===== src/rtl/sdssr_pkg.sv =====
package sdssr_pkg;
   // ****************************************************
   // Register map and field layout
   // ****************************************************
   localparam logic [7:0] SDSSR_STATUS_OFFSET = 8'h04;
   localparam logic [7:0] SDSSR_STATUS_RESET = 8'h00;
   localparam int SDSSR_SHUTDOWN_BIT = 0;
   localparam int SDSSR_SHUTDOWN_IRQ_BIT = 1;
   localparam int SDSSR_BATTERY_BIT = 2;
   localparam int SDSSR_BATTERY_IRQ_BIT = 3;
   localparam int SDSSR_SLOT1_LSB = 4;
   localparam int SDSSR_SLOT2_LSB = 6;
   // Control register fields that feed the status codes
   localparam int SDSSR_SLOT1_REG_EN_BIT = 0;
   localparam int SDSSR_SLOT1_STATE_LSB = 2;
   localparam int SDSSR_SLOT2_REG_EN_BIT = 4;
   localparam int SDSSR_SLOT2_STATE_LSB = 6;
   // Slot status codes
   localparam logic [1:0] SDSSR_CODE_DOWN = 2'h0;
   localparam logic [1:0] SDSSR_CODE_ISOLATED = 2'h1;
   localparam logic [1:0] SDSSR_CODE_POWERED = 2'h2;
   localparam logic [1:0] SDSSR_CODE_ACTIVE = 2'h3;
endpackage : sdssr_pkg


===== src/rtl/sdssr_slot_code.sv =====
`timescale 1ns/1ns
// ****************************************************
// Slot status encoder, registered output
// ****************************************************
module sdssr_slot_code
   import sdssr_pkg::*;
(
   input wire logic sys_clk_in,
   input wire logic rst_in,
   input wire logic reg_enable_in,
   input wire logic [1:0] iface_state_in,
   output logic [1:0] status_code_out
);
   logic [1:0] next_code;

   // Regulator off forces powered down; otherwise state 00 maps to powered, the rest straight through
   assign next_code = !reg_enable_in ? SDSSR_CODE_DOWN :
      (iface_state_in == SDSSR_CODE_DOWN) ? SDSSR_CODE_POWERED :
      iface_state_in;   // 01->01, 11->11, 10->10

   // Code register
   always_ff @(posedge sys_clk_in)
   begin
      if (rst_in)
         status_code_out <= SDSSR_CODE_DOWN;
      else
         status_code_out <= next_code;
   end
endmodule : sdssr_slot_code


===== src/rtl/sdssr_status.sv =====
`timescale 1ns/1ns
module sdssr_status
   import sdssr_pkg::*;
(
   input wire logic sys_clk_in,
   input wire logic rst_in,
   input wire logic shutdown_request_input_in,
   input wire logic shutdown_event_in,
   input wire logic battery_absent_in,
   input wire logic battery_removed_event_in,
   input wire logic [7:0] slot_control_in,
   input wire logic [7:0] reg_addr_in,
   input wire logic reg_read_in,
   input wire logic reg_write_in,
   input wire logic [7:0] reg_wdata_in,
   output logic [7:0] reg_rdata_out,
   output logic reg_hit_out
);
   // ****************************************************
   // Local signals
   // ****************************************************
   // Shutdown pin chain; bit 2 holds the oldest sample
   logic [2:0] sdn_sync;
   logic sdn_agree;
   logic sdn_level;
   logic next_sdn_level;
   // Interrupt flags and the battery level
   logic shutdown_irq;
   logic next_shutdown_irq;
   logic battery_irq;
   logic next_battery_irq;
   logic battery_absent;
   // Per-slot control fields and their encoded codes
   logic slot1_enable;
   logic slot2_enable;
   logic [1:0] slot1_state;
   logic [1:0] slot2_state;
   logic [1:0] slot1_code;
   logic [1:0] slot2_code;
   // Register access
   logic status_sel;
   logic status_read;
   logic [7:0] status_word;
   logic [7:0] next_rdata;

   // ****************************************************
   // Shutdown pin synchroniser
   // ****************************************************
   // Pin passes three flops; the first may go metastable, so only
   // the second and third are ever looked at
   always_ff @(posedge sys_clk_in)
   begin
      if (rst_in)
      begin
         sdn_sync <= 3'h0;
      end
      else
      begin
         sdn_sync <= {sdn_sync[1:0], shutdown_request_input_in};
      end
   end

   // A change counts once the last two samples agree
   assign sdn_agree = (sdn_sync[2] == sdn_sync[1]);
   assign next_sdn_level = sdn_agree ? sdn_sync[2] : sdn_level;

   // Captured pin level shown on bit 0; lags the pin by three to four cycles
   always_ff @(posedge sys_clk_in)
   begin
      if (rst_in)
      begin
         sdn_level <= 1'b0;
      end
      else
      begin
         sdn_level <= next_sdn_level;
      end
   end

   // ****************************************************
   // Register decode
   // ****************************************************
   // Only reads of the status offset are decoded; the address is
   // compared in full, so aliases of the offset never answer
   assign status_sel = (reg_addr_in == SDSSR_STATUS_OFFSET);
   assign status_read = status_sel && reg_read_in;
   // Writes are decoded nowhere: the status word has no writable bit, so a
   // stray write from the host can never disturb a pending flag

   // ****************************************************
   // Interrupt flags
   // ****************************************************
   // Set wins over the read clear: an event in the read cycle survives,
   // so the host sees it on its next read and no event is lost
   assign next_shutdown_irq = shutdown_event_in | (shutdown_irq & ~status_read);
   assign next_battery_irq = battery_removed_event_in | (battery_irq & ~status_read);

   // Shutdown request interrupt flag
   always_ff @(posedge sys_clk_in)
   begin
      if (rst_in)
      begin
         shutdown_irq <= 1'b0;
      end
      else
      begin
         shutdown_irq <= next_shutdown_irq;
      end
   end

   // Battery removal interrupt flag
   always_ff @(posedge sys_clk_in)
   begin
      if (rst_in)
      begin
         battery_irq <= 1'b0;
      end
      else
      begin
         battery_irq <= next_battery_irq;
      end
   end

   // ****************************************************
   // Battery level
   // ****************************************************
   // The input is already debounced on this clock, so one flop suffices;
   // it keeps the level aligned with the flags in the same status word
   always_ff @(posedge sys_clk_in)
   begin
      if (rst_in)
      begin
         battery_absent <= 1'b0;
      end
      else
      begin
         battery_absent <= battery_absent_in;
      end
   end

   // ****************************************************
   // Slot status encoders
   // ****************************************************
   // Control fields of each slot, picked out by position; the control
   // copy is a level on this clock, so no synchroniser is needed
   assign slot1_enable = slot_control_in[SDSSR_SLOT1_REG_EN_BIT];
   assign slot1_state = slot_control_in[SDSSR_SLOT1_STATE_LSB +: 2];
   assign slot2_enable = slot_control_in[SDSSR_SLOT2_REG_EN_BIT];
   assign slot2_state = slot_control_in[SDSSR_SLOT2_STATE_LSB +: 2];

   // Slot 1 encoder; its code lags the control copy by one cycle
   sdssr_slot_code u_slot1 (
      .sys_clk_in(sys_clk_in),
      .rst_in(rst_in),
      .reg_enable_in(slot1_enable),
      .iface_state_in(slot1_state),
      .status_code_out(slot1_code)
   );

   // Slot 2 encoder; same mapping as slot 1
   sdssr_slot_code u_slot2 (
      .sys_clk_in(sys_clk_in),
      .rst_in(rst_in),
      .reg_enable_in(slot2_enable),
      .iface_state_in(slot2_state),
      .status_code_out(slot2_code)
   );

   // ****************************************************
   // Read data
   // ****************************************************
   // Status word assembly in bit order
   assign status_word = {slot2_code, slot1_code, battery_irq, battery_absent,
      shutdown_irq, sdn_level};
   // Idle cycles and unmapped addresses return zero, so a stale word
   // never lingers on the bus after its one-cycle answer
   assign next_rdata = status_read ? status_word : 8'h00;

   // Read data register; carries the word as it stood before the clear
   always_ff @(posedge sys_clk_in)
   begin
      if (rst_in)
      begin
         reg_rdata_out <= SDSSR_STATUS_RESET;
      end
      else
      begin
         reg_rdata_out <= next_rdata;
      end
   end

   // Answer strobe, high for the one cycle in which the data stands
   always_ff @(posedge sys_clk_in)
   begin
      if (rst_in)
      begin
         reg_hit_out <= 1'b0;
      end
      else
      begin
         reg_hit_out <= status_read;
      end
   end
endmodule : sdssr_status


===== config.mk =====
export PLATFORM = sky130hd
export DESIGN_NAME = sdssr_status
export DESIGN_NICKNAME = d
export VERILOG_FILES = /design/src/rtl/sdssr_pkg.sv /design/src/rtl/sdssr_slot_code.sv /design/src/rtl/sdssr_status.sv
export SDC_FILE = /design/constraint.sdc
export NUM_CORES = 1
export LEC_CHECK = 0
export BUFFER_PORTS_ARGS = -buffer_cell sky130_fd_sc_hd__clkbuf_2
export CAP_MARGIN = 20
export CORE_AREA = 4 4 48 50
export DETAILED_ROUTE_END_ITERATION = 10
export DIE_AREA = 0 0 52 54
export GPL_ROUTABILITY_DRIVEN = 0
export PLACE_DENSITY = 0.68
export SLEW_MARGIN = 25
export SYNTH_ARGS = -nofsm -noshare
export SYNTH_HDL_FRONTEND = slang
export SYNTH_SLANG_ARGS = --single-unit

===== constraint.sdc =====
create_clock -name sys_clk_in -period 1.39 [get_ports sys_clk_in]
set_input_delay 0.278 -clock sys_clk_in [delete_from_list [all_inputs] [get_ports sys_clk_in]]
set_output_delay 0.278 -clock sys_clk_in [all_outputs]
set_load 0.02 [all_outputs]

# ---- Word level (Yosys, flattened, before mapping)
# Cells that the tools add are included.
dict set report totals {
  reg_bits 20
  latchBits 0
  ramBits 0
  mem_bits_ro 0
  inputBits 32
  out_inout_bits 9
  word_cells 30
  n_memories 0
}
dict set report classes {
  add_sub_neg 0
  mul 0
  div 0
  magnitude_cmp 0
  n_eq_ne 2
  shifts 0
  mux 2
  bitwise 7
  n_reduce_logical 8
}
# cell n
set ops {}
lappend ops {{$eq A8 B3 Y1 const B} 1}
lappend ops {{$reduce_or A2 Y1} 3}
lappend ops {{$reduce_or A3 Y1} 2}
lappend ops {{$logic_not A2 Y1} 2}
lappend ops {{$mux W2} 2}
lappend ops {{$not A1 Y1} 3}
lappend ops {{$and A1 B1 Y1} 2}
lappend ops {{$or A1 B1 Y1} 2}
lappend ops {{$eq A1 B1 Y1} 1}
lappend ops {{$logic_and A1 B1 Y1} 1}

# ---- Logic depth before layout (Yosys ltp)
dict set report logic_depth {
  word_depth 5
  mapped_depth 3
  ltp_nobuf 3
}

# ---- Modules after synthesis
# From an unflattened synthesis, not the netlist that was laid out.
dict set report hier_totals {
  hier_cells 51
  area_unflattened_um2 644.4
}
# mod n_inst cells_per_inst area_per_inst_um2 seq_area_each_um2
set by_module_without_submodules {}
lappend by_module_without_submodules {sdssr_status 1 41 491.7 320.3}
lappend by_module_without_submodules {sdssr_slot_code 2 5 76.3 40.0}

# ---- Worst setup path after synthesis
# No wires, ideal clock.
dict set report synth_path {
  path_type {input port to flip-flop}
  from {input reg_addr_in[4]}
  to {register reg_rdata_out[0]}
  setup_time_ns 0.060
  arrival_time_ns 1.284
  required_ns 1.330
  path_slack_ns 0.047
  cell_stages 3
  path_buffers 0
  path_cell_list {or4b_4 nor4_4 and2_1}
}
dict set report synth_via {
  elab_chain_len 4
}
# item line_no
set synth_rtl {}
lappend synth_rtl {{start, declared} sdssr_status.sv:12} ;# input wire logic [7:0] reg_addr_in,
lappend synth_rtl {{$eq A8 B3 Y1} sdssr_status.sv:85} ;# assign status_sel = (reg_addr_in == SDSSR_STATUS_OFFSET);
lappend synth_rtl {{$logic_and A1 B1 Y1} sdssr_status.sv:86} ;# assign status_read = status_sel && reg_read_in;
lappend synth_rtl {{$not A1 Y1 (no line)} --}
lappend synth_rtl {{$reduce_or A2 Y1 (no line)} --}
lappend synth_rtl {{end signal, assigned} sdssr_status.sv:188} ;# reg_rdata_out <= next_rdata;
lappend synth_rtl {{end, declared} sdssr_status.sv:16} ;# output logic [7:0] reg_rdata_out,
# Every way passes these cells.
# A chain may end at the register's enable or synchronous reset.

# ---- Final worst setup path
dict set report layout_path {
  from {input reg_addr_in[4]}
  to {register reg_rdata_out[6]}
}
# Same word-level chain as after synthesis.

==> results.ini <==
[status]
status=complete, no violations

[routing]
vias=458
drt_iter0_drc=3
avgViaCountPerCell=4.02
postRouteAntennaNets=0
dr.pass1.iters=3
drcViolationCount=0
drt_wl_total_um=975
wl_per_cell_um=8.55

[logic_synthesis]
synth_area_um2=619
synth_area_leaders=dfxtp_1, and2_1, nor2b_1
async_flop_share_pct=0
synth_edf_count=0
yosysWarnings=0
syn-num-nets=85
synth_cells=53
synth.most_common_cell=dfxtp_1
synth_area_per_cell_um2=11.7
synth_seq_cells=20
synth_ff_type=dfxtp_1
synth_top_area_cell=dfxtp_1
synth_cell_types=15
synth_top_area_share_pct=64.6
yosysSeqAreaShare_pct=64.6
synthTopCellsByCount=dfxtp_1, and2_1, nor2b_1

[worst_setup_path]
start_kind=primary input
cp_data_required_time_ps=1620
cpPeakStageDelay_ps=540
critPathCaptureType=flop
path_class=in -> reg
path_cells=clkbuf_2 > or4b_4 > nor4_4 > buf_4 > and2_1
path_max_fanout=9
critPathSlowestCell=or4b_4
cp.arrival_ps=1420

[timing]
maxSlewHeadroom_pct=87.4
setup_viol_count_final=0
fmax_mhz=842
worstMarginPinSlew_ps=188
holdWs_ps=198
rsz0062_at_grt=no
period_share_pct=85.5
finClkSkew_ps=0.614
finalHoldViolCount=0
slew_violations=0
fin_crit_ps=1190

[floorplanning]
start_util_pct=32.6
row_count=16
fp.dieW_um=52
core_um2=1900
fp.dieArea_um2=2810
die-height_um=54
ios=41

[cells_and_area]
drive_gt1_share_pct=42.5
layout.nets=120
fin_area_um2=846
area_growth_pct=36.6
diodes=0
final_util_pct=44.5

[clock_tree]
clockBufferDepth=2
cts_setup_buffers=0
htreeDepth=1
cts_root_buf=clkbuf_4
clkTransAtPathRegs_ps=100
clkLatencyLatePin_ps=280
tritoncts=done
cts_hold_buf=0
cts_sinks=20
cts_resized=0
cts_buffers=3

[power]
ir_drop_mv=0.389
p_leak_nw=0.400
power_mw=0.964
p_per_area_nw_per_um2=1140

[min_path]
hold_class=in -> reg

[global_route]
grt_overflow=0
grt_max_degree=12
grt_use_total_pct=7.88
grt_pass1_vias=409
grt_pass1_wl_mm=1.59
antenna_found_initial=0

[placed_design]
dp_hpwl_um=817
io_buffer_count=29
dpl-instance-area_um2=810

[job]
maxCapViolCount=0

-- cell families after synthesis --
group / after synthesis / share of synthesized area (%)
DFF: 20 / 64.6
buffers and inverters: 1 / 0.605
and+or+nand+nor: 28 / 30.7
AOI/OAI and AO/OA: 4 / 4.04
-- critical path, delay by kind of cell --
| family | cells | cell delay, ps |
|---|---|---|
| buffers and inverters | 2 | 260 |
| and+or+nand+nor | 3 | 880 |
-- state kept, by name, indices dropped and copies added, names as in the netlist --
name,cells
sdn_level,1
u_slot1.status_code_out,2
battery_absent,1
reg_hit_out,1
battery_irq,1
sdn_sync,3
reg_rdata_out,8
u_slot2.status_code_out,2
shutdown_irq,1
-- worst paths after layout --
| check | from | endpoint | slack, ps | cells after the start |
|---|---|---|---|---|
| max reg2reg | shutdown_irq | shutdown_irq | 730 | 2 |
| max | reg_addr_in[4] | reg_rdata_out[6] | 200 | 5 |
| min | battery_absent_in | battery_absent | 200 | 2 |
| min reg2reg | u_slot2.status_code_out[1] | reg_rdata_out[7] | 430 | 1 |
-- routing by layer --
| layer | up-vias | wire [um] | global-route usage, % |
|---|---|---|---|
| met2 | 18 | 452 | 12.6 |
| met1 | 194 | 425 | 8.88 |
| met5 | - | 0 | 0 |
| met4 | 0 | 20 | 5.24 |
| li1 | 244 | - | - |
| met3 | 2 | 76 | 2.77 |
-- layout make-up --
class / count / area, um2
Fill cell: 196 / 1060
Timing Repair Buffer: 31 / 160
Clock buffer: 4 / 36.3
Multi-Input combinational cell: 32 / 215
Tap cell: 27 / 33.8
Sequential cell: 20 / 400
-- placed cells by master, fill, tap and decap left out --
master | synthesis | final
clkbuf_4 | 0 | 3
clkbuf_2 | 0 | 29
nor4_4 | 1 | 1
a21oi_1 | 1 | 1
dfxtp_1 | 20 | 20
or4b_4 | 1 | 1
a211oi_1 | 2 | 2
nor2b_1 | 6 | 6
or3_1 | 1 | 1
nor2_1 | 5 | 5
nand2_1 | 1 | 1
nor3b_1 | 2 | 2
clkbuf_8 | 0 | 1
o21ai_0 | 1 | 1
and3b_1 | 2 | 2
nand2b_1 | 1 | 1
buf_4 | 0 | 2
and2_1 | 8 | 8
-- through the flow --
stage	setup WS [ps]	instances	setup TNS (ps)
final	202	114	0
after CTS	205	114	0
after global routing	188	114	0
after floorplan	46.7	53	0
after detailed placement	-101	110	-722
after global placement	-90.2	110	-640
-- where the power goes --
| group | internal [mW] | total, mW | switching [mW] |
|---|---|---|---|
| Sequential | 0.587 | 0.591 | 0.00378 |
| Clock | 0.159 | 0.316 | 0.157 |
| Combinational | 0.0349 | 0.0573 | 0.0224 |
| Total | 0.781 | 0.964 | 0.183 |
Note: power is estimated with default switching activity, not from simulation.
